File: config.mk
export PLATFORM = sky130hd
export DESIGN_NAME = reload_down_timer
export DESIGN_NICKNAME = d
export VERILOG_FILES = /design/src/design/timer_pkg.sv /design/src/design/count_source_prescaler.sv /design/src/design/reload_down_timer.sv
export SDC_FILE = /design/constraint.sdc
export NUM_CORES = 1
export LEC_CHECK = 0
export BUFFER_PORTS_ARGS = -buffer_cell sky130_fd_sc_hd__buf_4
export CAP_MARGIN = 20
export CORE_AREA = 2 2 92 94
export CTS_BUF_LIST = sky130_fd_sc_hd__clkbuf_16
export DETAILED_ROUTE_END_ITERATION = 7
export DIE_AREA = 0 0 94 96
export GPL_ROUTABILITY_DRIVEN = 0
export PLACE_DENSITY_LB_ADDON = 0.2
export RECOVER_POWER = 50
export SETUP_SLACK_MARGIN = 0.15
export SYNTH_ARGS = -nofsm -noshare
export SYNTH_HDL_FRONTEND = slang
export SYNTH_SLANG_ARGS = --single-unit
File: constraint.sdc
create_clock -name hclk -period 3.9 [get_ports hclk]
set_clock_uncertainty 0.2 [all_clocks]
set_input_delay 0.39 -clock hclk [delete_from_list [all_inputs] [get_ports hclk]]
set_output_delay 0.39 -clock hclk [all_outputs]
set_load 0.01 [all_outputs]
File: src/design/timer_pkg.sv
// Functional notes
// Counter and reload register share one address
// Decrement per tick; reload after reaching zero
// Idle or pre-first-tick writes load both
// Later writes update only the reload register
// Period is loaded value plus one ticks
// Start flag one runs, zero stops
// Counter reads return the live count
// Option bit picks narrow or wide code
// Narrow code: base, div8, div32, subclock
// Wide code adds div64 and slow oscillator
// Halve select picks base or base/2
// Software enables base clock before use
// Prescaler reset write clears the divider
// Mode field zero selects timer mode
// Mode-dependent bits written zero, read undefined
// Underflow request lasts one tick; pin free
package timer_pkg;

	// Register indices; byte address is four times the index
	localparam logic [9:0] IDX_COUNTER = 10'h330;
	localparam logic [9:0] IDX_START = 10'h320;
	localparam logic [9:0] IDX_MODE = 10'h33b;
	localparam logic [9:0] IDX_SRC_SEL = 10'h31b;
	localparam logic [9:0] IDX_PCLK = 10'h312;
	localparam logic [9:0] IDX_CLK_STOP = 10'h311;
	localparam logic [9:0] IDX_PRESCALE = 10'h315;
	localparam logic [9:0] IDX_STATUS = 10'h340;
	localparam logic [9:0] IDX_MASK = 10'h341;

	// Reset values
	localparam logic [15:0] COUNT_RESET = 16'h0000;
	localparam logic [7:0] MODE_RESET = 8'h00;
	localparam logic [3:0] SRC_SEL_RESET = 4'h0;
	localparam logic PCLK_RESET = 1'b0;
	localparam logic CLK_STOP_RESET = 1'b1;
	localparam logic START_RESET = 1'b0;
	localparam logic MASK_RESET = 1'b0;

	// Field positions
	localparam int MODE_OP_LSB = 0;
	localparam int MODE_NARROW_LSB = 6;
	localparam int SRC_WIDE_LSB = 0;
	localparam int SRC_OPTION_BIT = 3;

	// Mode and source codes
	localparam logic [1:0] OP_TIMER = 2'h0;
	localparam logic [1:0] NARROW_BASE = 2'h0;
	localparam logic [1:0] NARROW_DIV8 = 2'h1;
	localparam logic [1:0] NARROW_DIV32 = 2'h2;
	localparam logic [1:0] NARROW_SUB = 2'h3;
	localparam logic [2:0] WIDE_BASE = 3'h0;
	localparam logic [2:0] WIDE_DIV8 = 3'h1;
	localparam logic [2:0] WIDE_DIV32 = 3'h2;
	localparam logic [2:0] WIDE_DIV64 = 3'h3;
	localparam logic [2:0] WIDE_SLOW = 3'h5;
	localparam logic [2:0] WIDE_SUB = 3'h6;

	// Prescaler width: enough for divide by 64
	localparam int PRESCALE_W = 6;

	// Address phase as latched by the bus slave
	typedef struct packed {
		logic [9:0] index;
		logic mapped;
	} bus_phase_type;

	// Count source control handed to the prescaler
	typedef struct packed {
		logic [2:0] wide_code;
		logic base_full;
		logic base_stop;
		logic clear;
	} source_ctrl_type;

endpackage : timer_pkg

File: src/design/count_source_prescaler.sv
`timescale 1ns/10ps
`default_nettype none
module count_source_prescaler
	import timer_pkg::*;
(
	// Clock and reset
	input wire logic hclk,
	input wire logic hresetn,
	// Source control
	input wire source_ctrl_type ctrl,
	// Asynchronous clock pins
	input wire logic slow_oscillator_clock,
	input wire logic subclock_32k,
	// Selected count-source pulse
	output logic tick
);

	// Free-running divider of the base clock
	logic [PRESCALE_W-1:0] divider;
	// Edge pulses from the asynchronous sources
	logic [1:0] ext_edge;
	// Combinational pick before the output flop
	logic next_tick;

	// Divider; a prescaler reset restarts every division
	always_ff @(posedge hclk or negedge hresetn) begin
		if (!hresetn) begin
			divider <= '0;
		end else if (ctrl.clear) begin
			divider <= '0;
		end else begin
			divider <= divider + 1'b1;
		end
	end

	// Synchronise both slow pins; edge once stages two and three agree
	genvar g;
	generate
		for (g = 0; g < 2; g++) begin : gen_sync
			logic [2:0] stage;
			logic agreed;
			logic pin;
			assign pin = (g == 0) ? slow_oscillator_clock : subclock_32k;
			always_ff @(posedge hclk or negedge hresetn) begin
				if (!hresetn) begin
					stage <= 3'h0;
					agreed <= 1'b0;
				end else begin
					stage <= {stage[1:0], pin};
					// Only a settled level moves the agreed value
					if (stage[1] == stage[2]) begin
						agreed <= stage[2];
					end
				end
			end
			assign ext_edge[g] = (stage[1] == stage[2]) && stage[2] && !agreed;
		end
	endgenerate

	// Source pick; base-derived ticks die while the base clock stops
	always_comb begin
		next_tick = 1'b0;
		case (ctrl.wide_code)
			WIDE_BASE: begin
				next_tick = ctrl.base_full ? 1'b1 : divider[0];
			end
			WIDE_DIV8: begin
				next_tick = &divider[2:0];
			end
			WIDE_DIV32: begin
				next_tick = &divider[4:0];
			end
			WIDE_DIV64: begin
				next_tick = &divider[5:0];
			end
			default: begin
				next_tick = 1'b0;
			end
		endcase
		if (ctrl.base_stop || ctrl.clear) begin
			next_tick = 1'b0;
		end
		// Oscillator sources do not depend on the base clock
		if (ctrl.wide_code == WIDE_SLOW) begin
			next_tick = ext_edge[0];
		end
		if (ctrl.wide_code == WIDE_SUB) begin
			next_tick = ext_edge[1];
		end
	end

	// Registered so the counter sees a clean one-cycle pulse, or a steady high for the full base clock
	always_ff @(posedge hclk or negedge hresetn) begin
		if (!hresetn) begin
			tick <= 1'b0;
		end else begin
			tick <= next_tick;
		end
	end

endmodule : count_source_prescaler
`default_nettype wire

File: src/design/reload_down_timer.sv
// Decided for this implementation: register access over AHB-Lite.
`timescale 1ns/10ps
`default_nettype none
module reload_down_timer
	import timer_pkg::*;
(
	// Clock and reset
	input wire logic hclk,
	input wire logic hresetn,
	// AHB-Lite slave
	input wire logic hsel,
	input wire logic [31:0] haddr,
	input wire logic [1:0] htrans,
	input wire logic hwrite,
	input wire logic [2:0] hsize,
	input wire logic [31:0] hwdata,
	input wire logic hready,
	output logic hreadyout,
	output logic hresp,
	output logic [31:0] hrdata,
	// Count source pins
	input wire logic slow_oscillator_clock,
	input wire logic subclock_32k,
	// Underflow request and interrupt
	output logic underflow_request,
	output logic irq,
	// Input pin ownership
	output logic channel_input_pin_claim
);

	// Data-phase tracking of the bus slave
	typedef enum logic [1:0] {
		DP_IDLE,
		DP_WRITE,
		DP_READ_WAIT,
		DP_READ_DONE
	} data_phase_type;

	data_phase_type phase_state;
	// Latched address phase
	bus_phase_type phase;
	// Decoded new address phase
	bus_phase_type next_phase;
	logic take_addr;

	// Software-visible state
	logic [15:0] count;
	logic [15:0] reload;
	logic channel_start_flag;
	logic [1:0] operation_mode_field;
	logic [1:0] narrow_source_code;
	logic [2:0] wide_source_code;
	logic source_option_bit;
	logic base_clock_halve_select;
	logic base_clock_stop_bit;
	logic prescaler_clear;
	logic status_underflow;
	logic mask_underflow;

	// Internal control
	logic first_tick_seen;
	logic tick;
	logic running;
	logic write_strobe;
	logic wr_counter;
	logic wr_counter_both;
	logic underflow;
	logic [31:0] read_value;
	source_ctrl_type source_ctrl;

	// Address phase accepted only on a real transfer with the bus ready
	assign take_addr = hsel && htrans[1] && hready;

	// Decode; upper address bits must be zero to count as mapped
	always_comb begin
		next_phase.index = haddr[11:2];
		next_phase.mapped = (haddr[31:12] == 20'h00000);
	end

	// Data-phase sequencer; reads insert one wait state
	always_ff @(posedge hclk or negedge hresetn) begin
		if (!hresetn) begin
			phase_state <= DP_IDLE;
			phase <= '0;
		end else begin
			unique case (phase_state)
				DP_READ_WAIT: begin
					phase_state <= DP_READ_DONE;
				end
				DP_IDLE, DP_WRITE, DP_READ_DONE: begin
					if (take_addr) begin
						phase <= next_phase;
						phase_state <= hwrite ? DP_WRITE : DP_READ_WAIT;
					end else begin
						phase_state <= DP_IDLE;
					end
				end
			endcase
		end
	end

	// The wait state lets a read follow a write to the same register
	assign hreadyout = (phase_state != DP_READ_WAIT);
	// Every transfer answers OKAY
	assign hresp = 1'b0;
	// Unmapped writes fall through every decode below
	assign write_strobe = (phase_state == DP_WRITE) && phase.mapped;
	assign wr_counter = write_strobe && (phase.index == IDX_COUNTER);

	// Timer mode only; other modes hold the counter still
	assign running = channel_start_flag &&
		(operation_mode_field == OP_TIMER);

	// Immediate load while stopped or before the first tick
	assign wr_counter_both = wr_counter &&
		(!running || !first_tick_seen);

	// Underflow: a tick reaching a zero counter that is not overwritten
	assign underflow = running && tick && (count == 16'h0000) &&
		!wr_counter_both;

	// Timer mode never drives or samples the input pin
	assign channel_input_pin_claim = 1'b0;

	// Start flag
	always_ff @(posedge hclk or negedge hresetn) begin
		if (!hresetn) begin
			channel_start_flag <= START_RESET;
		end else if (write_strobe && (phase.index == IDX_START)) begin
			channel_start_flag <= hwdata[0];
		end
	end

	// Mode register; only the operation and narrow source fields store
	always_ff @(posedge hclk or negedge hresetn) begin
		if (!hresetn) begin
			operation_mode_field <= MODE_RESET[MODE_OP_LSB +: 2];
			narrow_source_code <= MODE_RESET[MODE_NARROW_LSB +: 2];
		end else if (write_strobe && (phase.index == IDX_MODE)) begin
			operation_mode_field <= hwdata[MODE_OP_LSB +: 2];
			narrow_source_code <= hwdata[MODE_NARROW_LSB +: 2];
		end
	end

	// Shared source-select register
	always_ff @(posedge hclk or negedge hresetn) begin
		if (!hresetn) begin
			wide_source_code <= SRC_SEL_RESET[SRC_WIDE_LSB +: 3];
			source_option_bit <= SRC_SEL_RESET[SRC_OPTION_BIT];
		end else if (write_strobe && (phase.index == IDX_SRC_SEL)) begin
			wide_source_code <= hwdata[SRC_WIDE_LSB +: 3];
			source_option_bit <= hwdata[SRC_OPTION_BIT];
		end
	end

	// Base clock halve select
	always_ff @(posedge hclk or negedge hresetn) begin
		if (!hresetn) begin
			base_clock_halve_select <= PCLK_RESET;
		end else if (write_strobe && (phase.index == IDX_PCLK)) begin
			base_clock_halve_select <= hwdata[0];
		end
	end

	// Base clock stop; starts stopped so software must enable it
	always_ff @(posedge hclk or negedge hresetn) begin
		if (!hresetn) begin
			base_clock_stop_bit <= CLK_STOP_RESET;
		end else if (write_strobe && (phase.index == IDX_CLK_STOP)) begin
			base_clock_stop_bit <= hwdata[0];
		end
	end

	// Prescaler reset; a one-cycle pulse, writing zero does nothing
	always_ff @(posedge hclk or negedge hresetn) begin
		if (!hresetn) begin
			prescaler_clear <= 1'b0;
		end else begin
			prescaler_clear <= write_strobe &&
				(phase.index == IDX_PRESCALE) && hwdata[0];
		end
	end

	// Source selection; the option bit picks which field is live
	always_comb begin
		source_ctrl.wide_code = WIDE_BASE;
		if (source_option_bit) begin
			source_ctrl.wide_code = wide_source_code;
		end else begin
			// Narrow codes mapped onto the wide encoding
			unique case (narrow_source_code)
				NARROW_BASE: source_ctrl.wide_code = WIDE_BASE;
				NARROW_DIV8: source_ctrl.wide_code = WIDE_DIV8;
				NARROW_DIV32: source_ctrl.wide_code = WIDE_DIV32;
				NARROW_SUB: source_ctrl.wide_code = WIDE_SUB;
			endcase
		end
		source_ctrl.base_full = base_clock_halve_select;
		source_ctrl.base_stop = base_clock_stop_bit;
		source_ctrl.clear = prescaler_clear;
	end

	// Count-source generator
	count_source_prescaler u_prescaler (
		.hclk(hclk),
		.hresetn(hresetn),
		.ctrl(source_ctrl),
		.slow_oscillator_clock(slow_oscillator_clock),
		.subclock_32k(subclock_32k),
		.tick(tick)
	);

	// First tick after start; decides where counter writes go
	always_ff @(posedge hclk or negedge hresetn) begin
		if (!hresetn) begin
			first_tick_seen <= 1'b0;
		end else if (!running) begin
			first_tick_seen <= 1'b0;
		end else if (tick) begin
			first_tick_seen <= 1'b1;
		end
	end

	// Reload register takes every counter write
	always_ff @(posedge hclk or negedge hresetn) begin
		if (!hresetn) begin
			reload <= COUNT_RESET;
		end else if (wr_counter) begin
			reload <= hwdata[15:0];
		end
	end

	// Down-counter; zero then one more tick gives n plus one ticks
	always_ff @(posedge hclk or negedge hresetn) begin
		if (!hresetn) begin
			count <= COUNT_RESET;
		end else if (wr_counter_both) begin
			// A write in the same cycle as the first tick still loads
			count <= hwdata[15:0];
		end else if (running && tick) begin
			if (count == 16'h0000) begin
				count <= reload;
			end else begin
				count <= count - 16'h0001;
			end
		end
	end

	// Underflow request held for one count-source period
	always_ff @(posedge hclk or negedge hresetn) begin
		if (!hresetn) begin
			underflow_request <= 1'b0;
		end else if (underflow) begin
			underflow_request <= 1'b1;
		end else if (tick || !running) begin
			// Stopping drops it; no further tick would end it
			underflow_request <= 1'b0;
		end
	end

	// Sticky status; a new underflow beats a clear in the same cycle
	always_ff @(posedge hclk or negedge hresetn) begin
		if (!hresetn) begin
			status_underflow <= 1'b0;
		end else if (underflow) begin
			status_underflow <= 1'b1;
		end else if (write_strobe && (phase.index == IDX_STATUS) &&
			hwdata[0]) begin
			status_underflow <= 1'b0;
		end
	end

	// Interrupt mask
	always_ff @(posedge hclk or negedge hresetn) begin
		if (!hresetn) begin
			mask_underflow <= MASK_RESET;
		end else if (write_strobe && (phase.index == IDX_MASK)) begin
			mask_underflow <= hwdata[0];
		end
	end

	// Level interrupt from unmasked status
	assign irq = status_underflow && mask_underflow;

	// Read mux; unused bits and unmapped addresses read zero
	always_comb begin
		read_value = 32'h00000000;
		if (phase.mapped) begin
			unique case (phase.index)
				IDX_COUNTER: begin
					read_value[15:0] = count;
				end
				IDX_START: begin
					read_value[0] = channel_start_flag;
				end
				IDX_MODE: begin
					// Mode-dependent bit reads back as zero here
					read_value[MODE_OP_LSB +: 2] = operation_mode_field;
					read_value[MODE_NARROW_LSB +: 2] = narrow_source_code;
				end
				IDX_SRC_SEL: begin
					read_value[SRC_WIDE_LSB +: 3] = wide_source_code;
					read_value[SRC_OPTION_BIT] = source_option_bit;
				end
				IDX_PCLK: begin
					read_value[0] = base_clock_halve_select;
				end
				IDX_CLK_STOP: begin
					read_value[0] = base_clock_stop_bit;
				end
				IDX_STATUS: begin
					read_value[0] = status_underflow;
				end
				IDX_MASK: begin
					read_value[0] = mask_underflow;
				end
				default: begin
					// Includes the prescaler reset, which reads zero
					read_value = 32'h00000000;
				end
			endcase
		end
	end

	// Read data captured during the wait state, held until next read
	always_ff @(posedge hclk or negedge hresetn) begin
		if (!hresetn) begin
			hrdata <= 32'h00000000;
		end else if (phase_state == DP_READ_WAIT) begin
			hrdata <= read_value;
		end
	end

endmodule : reload_down_timer
`default_nettype wire

==> run metrics, run 1 <==
status complete, but fails checks; failing checks max-capacitance violations, max-slew violations; final setup fails 0; setup TNS 0 ns; mean area per synthesized cell ~11 sq um; TritonCTS clock tree yes; DR vias between 3000 and 4000; fin crit share 71.3%; Antenna Nets Post-Route 0; RSZ-0062 raised after global routing false; Sw Ratio 31.4%; Port Buf Inserts about 70; peak supply drop between 0.0003 and 0.0004 V; CTS root buffer clkbuf_16; Max-Slew Margin vs Limit -8.27%; Die H around 96 microns; fin util about two thirds; Worst-path clk slew around 0.060 ns; Final HPWL DP between 7000 and 8000 microns; Hold Crit Class input pin to register; PD cells 520 mW/mm^2; critical path class register to register; CP max FO 17; first-pass GRT wire length around 17000 microns; Flop pwr share a little under half; layout cells sized above 1 about 25%; Async SR Flop Fraction 100%; # diodes 0; Yosys reg bits 92; Max Root-Sink Buffers 2; placed inst area between 0.005 and 0.006 sq mm; Yosys warnings 0; clock power share 33.2%; final hold violation count 0; synth unique cells 59; P_int about 1.9 mW; Synth Instances around 430; maximum clock rate 0.360 GHz; max-cap viol count 1; die width about 94 microns; largest net degree at the start of global routing 66; Routed WL 10400 microns; crit path cell chain or4_1 > nor2_1 > nand3_1 > a31oi_1 > o31ai_2; Starting DRT DRC Count around 250; num ports 113; vias in the first global route 3463; Nets 588; Hold Slack between 0.05 and 0.06 ns; CTS Buf Count 9; slowest CP cell or4_1; Die Area ~0.009 sq mm; Routed wire per std cell about 17 microns; Slew Limit Fails 66; Synth Flop Type dfrtp_1; CTS HTree Levels 3; mapped cell area 0.00459 sq mm; Total GRT Usage 24.4%; Clock Sink Count slightly above 90; Post-synth EDFFs 0; Buf+Inv Stages, Crit Path 0; initial core utilization between 50% and 60%; crit path launch type register; Via density 5.87; Worst-Skew Late Latency roughly 0.34 ns; Critical Path Sink Type register; Layout area overhead 18.4%; Worst Path Required ~4 ns; initial antenna violation count 0; sequential area share after synthesis 50.1%; gr ovfl total 0; Leak Pwr 2.44 nW; core box area between 0.008 and 0.009 sq mm; minimum clock period approximately 2.8 ns; Gate power share roughly a fifth; worst path arrival time 2.80 ns; DR pass1 iterations 5; Final Cell Area ~0.0054 sq mm; Slew @ Worst Pin ~1.6 ns; critical path's top delay family simple AND/OR/NAND/NOR gates; drt drc 0; CP max stage delay roughly 0.6 ns; overall power around 2.8 mW; switching pwr just under 0.9 mW; num rows 33
## stage by stage
step | std cells | worst slack (ns)
floorplan | 449 | 1.51
global placement | 596 | 1.28
detailed placement | 596 | 1.20
CTS | 615 | 1.18
global route | 615 | 0.867
finish | 615 | 1.12
## synthesized netlist by cell type, drive strengths merged, types with 3 or more instances
cell | n | area share, %
nor3b | 4 | 0.65
clkbuf | 11 | 0.90
nand3b | 5 | 0.82
or4 | 6 | 0.98
nor2b | 6 | 0.82
a22oi | 5 | 0.82
nand3 | 25 | 2.7
or3 | 3 | 0.52
xor2 | 4 | 0.76
o21ai | 25 | 2.7
inv | 8 | 0.65
nor4 | 11 | 1.6
o211ai | 3 | 0.49
xnor2 | 6 | 1.1
a21oi | 7 | 0.76
and3 | 7 | 0.95
a211o | 9 | 1.7
a31oi | 3 | 0.41
nand2b | 3 | 0.41
nor3 | 5 | 0.54
nand4b | 3 | 0.57
a22o | 10 | 1.9
ha | 7 | 1.9
buf | 25 | 3.8
dfrtp | 91 | 50
mux2 | 40 | 9.8
nor4b | 3 | 0.57
nor2 | 33 | 2.7
o31ai | 4 | 0.76
nand2 | 32 | 2.6
## cell type report
type                       instances  area (sq um)
inverter                           8          30.0
timing repair buffer              81           543
tap                              105           131
sequential                        92          2300
clock buffer                       9           225
multi-input combinational        313          2110
clock inverter                     7          96.3
fill                             650          2610
## final timing paths
| path | startpoint | end | slack, ns | cells past startpoint |
|---|---|---|---|---|
| max in group asynchronous | hresetn | hrdata[15] | 1.24 | 3 |
| hold reg to reg | u_prescaler.gen_sync[1].stage[0] | u_prescaler.gen_sync[1].stage[1] | 0.15 | 0 |
| setup reg to reg | phase[1] | count[15] | 1.12 | 5 |
| min in group asynchronous | hresetn | hrdata[0] | 0.80 | 2 |
| setup / recovery | phase[1] | count[15] | 1.12 | 5 |
| hold / removal | hwrite | phase_state[1] | 0.05 | 2 |
## cells in the final DEF, fill, tap and decap left out, types with 6 or more instances in the layout
cell type	n
conb_1	18
xnor2_1	6
nor2b_1	6
or4_1	6
nor4_1	10
clkbuf_1	18
o21ai_0	25
a211o_1	9
a22o_1	9
buf_4	56
mux2_2	40
nand3_1	25
ha_1	7
dfrtp_1	91
inv_1	8
a21oi_1	7
nor2_1	33
and3_1	7
nand2_1	32
clkbuf_16	9
## timing repair
action | 4_1_cts | 5_1_grt
resized for setup | 0 | 0
buffers inserted | 0 | 0
endpoints found under the hold margin | 65 | 0
hold buffers | 3 | 0
## metal layers
layer | up-vias | routed length [microns] | global-route usage [%]
met1 | 1762 | 4660 | 34.0
met5 | - | 0 | 0
li1 | 1698 | - | -
met2 | 129 | 4950 | 38.0
met4 | 0 | 187 | 8.82
met3 | 23 | 626 | 5.56
## cells by family (layout without fill, tap and decap cells)
logic type	after synthesis	count (layout)	synth area share [%]
buf+inv	44	105	5.34
mux	42	42	10.2
flops	92	92	50.1
xor+xnor	10	10	1.91
compound gates	80	80	12.1
fa+ha+maj	7	7	1.91
other cells	1	18	0.0816
simple gates	156	156	18.2
## state kept, by name (all words and copies together), names as in the netlist, 3 cells and up
name                        cells
count                          16
hrdata                         16
reload                         16
phase                          11
u_prescaler.divider             6
u_prescaler.gen_sync.stage      6
wide_source_code                3
## power groups by stage
stage	Sequential, mW	Clock [mW]	Combinational [mW]
6_report	1.32	0.937	0.566
5_1_grt	1.35	0.989	0.633
3_3_place_gp	1.31	0	0.536
3_5_place_dp	1.33	0	0.554
4_1_cts	1.32	0.949	0.567
2_1_floorplan	1.23	0	0.451
Power figures use the tool's default switching activity.
==> run 2: changes to the inputs <==
--- a/config.mk
+++ b/config.mk
@@ -7,10 +7,10 @@
 export LEC_CHECK = 0
 export BUFFER_PORTS_ARGS = -buffer_cell sky130_fd_sc_hd__buf_4
 export CAP_MARGIN = 20
-export CORE_AREA = 2 2 92 94
+export CORE_AREA = 2 2 101 103
 export CTS_BUF_LIST = sky130_fd_sc_hd__clkbuf_16
 export DETAILED_ROUTE_END_ITERATION = 7
-export DIE_AREA = 0 0 94 96
+export DIE_AREA = 0 0 103 105
 export GPL_ROUTABILITY_DRIVEN = 0
 export PLACE_DENSITY_LB_ADDON = 0.2
 export RECOVER_POWER = 50
==> constraint.sdc (replaced) <==
create_clock -name hclk -period 2.5 [get_ports hclk]
set_clock_uncertainty 0.2 [all_clocks]
set_input_delay 0.25 -clock hclk [delete_from_list [all_inputs] [get_ports hclk]]
set_output_delay 0.25 -clock hclk [all_outputs]
set_load 0.01 [all_outputs]
==> run 2 against run 1 <==
Compared with the run above: the flow now finishes without violations; utilization fell by 6.5 points; global-route usage fell by 3.9 points; hold slack got worse by 0.018 ns; clock-buffer cell count did not move; flip-flop and latch count did not move; register-to-register slack got worse by 0.93 ns; first-iteration DRC count rose by 2.0%; critical path depth did not move; final area rose by 8.2%; worst setup slack got worse by 0.93 ns; critical path type unchanged; critical endpoint unchanged; largest cell class unchanged.
==> run metrics, run 2 (synthesized netlist as in run 1, its figures left out) <==
worst path arrival time 2.36 ns (-0.44 ns); most frequent cells in the layout 90 x dfrtp_1, 71 x buf_4, 40 x mux2_2, 32 x nor2_1, 32 x nand2_1; drt drc 0 (unchanged); Slew @ Worst Pin 0.761 ns (-0.863 ns); CTS Buf Count 9 (unchanged); FF+latch area 0.00230 sq mm (about the same); Die Area 0.0108 sq mm (+20%); Max Root-Sink Buffers 2 (unchanged); setup TNS 0 ns (unchanged); Antenna Nets Post-Route 0 (unchanged); Worst Path Required 2.54 ns (-1.38 ns); core box area 0.00964 sq mm (+20%); CP max stage delay 0.53 ns (-0.07 ns); crit path cell chain or4_4 > or3_4 > or4_4 > and3_4 > o31ai_2; Worst-path clk slew 0.07 ns (about the same); Routed WL 10700 microns (+2.8%); RSZ-0062 raised after global routing true; critical path class register to register; maximum clock rate 0.432 GHz (+20%); Routed wire per std cell 15.6 microns (-7.8%); first-pass GRT wire length 17700 microns (+4.5%); Nets 631 (+7.3%); WHS Path Cells 4 (+2); final hold violation count 0 (unchanged); Worst-Skew Late Latency 0.33 ns (about the same); Via density 5.47 (-6.9%); dpl ws 0.165 ns (-1.03 ns); DR pass1 iterations 4 (-1); CP max FO 4 (-13); crit path launch type register; initial core utilization 47.7% (-9.4 points); CP dominant cell by count or4_4; CTS HTree Levels 3 (unchanged); Die H 105 microns (+9.4%); FF-to-FF setup slack 0.18 ns (-0.93 ns); # diodes 0 (unchanged); Final HPWL DP 7610 microns (+5.7%); Layout area overhead 28.1%; largest net degree at the start of global routing 65 (-1.5%); Max-Slew Margin vs Limit 49.3% (+58 points); setup ws final 0.185 ns (-0.934 ns); Critical Path Sink Type register; WP depth 5 (unchanged); CTS root buffer clkbuf_16; fin util 61.0% (-6.5 points); slowest CP cell or4_4; vias in the first global route 3658 (+5.6%); Largest regs count x16, hrdata x16, reload x16; commonest non-fill, non-tap cell in the layout dfrtp_1; initial antenna violation count 0 (unchanged); layout cells sized above 1 26.9% (+2.4 points); Buf+Inv Stages, Crit Path 0 (unchanged); TritonCTS clock tree yes; final setup fails 0 (unchanged); num ports 113 (unchanged); Port Buf Inserts 72 (unchanged); multi-input logic area 0.00214 sq mm (+1.4%); minimum clock period 2.32 ns (-0.466 ns); Hold Slack 0.0370 ns (-0.0179 ns); critical path's top delay family simple AND/OR/NAND/NOR gates; Total GRT Usage 20.6% (-3.9 points); PD cells 748 mW/mm^2 (+44%); fill count 864 (+33%); num rows 36 (+9.1%); Clock Sink Count 92 (unchanged); Leak Pwr 2.62 nW (+7.6%); gr ovfl total 0 (unchanged); peak supply drop 0.000432 V (+43%); worst r2r path cells 5 (unchanged); die width 103 microns (+9.6%); Hold Crit Class input pin to register; DR vias 3753 (+3.9%); status finished clean; Slew Limit Fails 0 (-100%); fin crit share 92.6% (+21 points); Starting DRT DRC Count 251 (+2.0%); max-cap viol count 0 (-1)
[run 2: per-stage QoR]
step                cells  cell area [sq um]  power [mW]
floorplan             449               4660        2.63
global placement      640               5340        2.97
detailed placement    640               5340        3.03
CTS                   685               5910        4.37
global route          686               5880        4.64
finish                686               5880        4.40
[run 2: worst paths after layout]
path	startpoint	end
min in group asynchronous	hresetn	phase[1]
max reg2reg	count[8]	count[15]
max	count[8]	count[15]
min	haddr[17]	phase[0]
max in group asynchronous	hresetn	reload[3]
min reg2reg	u_prescaler.gen_sync[1].stage[0]	u_prescaler.gen_sync[1].stage[1]
[run 2: worst min-delay path, cell delays in order]
cell	delay (ns)
buf_4	0.07
nor4_1	0.04
nand4_1	0.08
o21ai_0	0.08
[run 2: layout make-up]
| type | instances | area share, % |
|---|---|---|
| multi-input cells | 313 | 36.3 |
| flip-flops and latches | 92 | 39.2 |
| well taps | 133 | 2.83 |
| clock inverters | 7 | 1.02 |
| clock buffers | 9 | 3.83 |
| inverters | 8 | 0.510 |
| repair buffers | 124 | 16.3 |
[run 2: metal layers]
layer	share of wire (%)	global-route usage, %
met1	46	30.1
met4	1.8	7.24
met2	47	31.3
met3	4.6	2.68
met5	0	0
[run 2: power by group]
part           switching [mW]  total, mW  internal (mW)  leakage, nW
Clock                   0.610       1.30          0.692        0.137
Sequential              0.323       2.03           1.71         1.18
Combinational           0.514       1.07          0.558         1.30
[run 2: timing repair]
item | in CTS | in global routing
hold buffers | 29 | 0
buffers inserted | 0 | 1
gates resized for setup | 0 | 8
endpoints found under the hold margin | 73 | 0
setup endpoints to repair | 1 | 4
pin swaps | 1 | 0
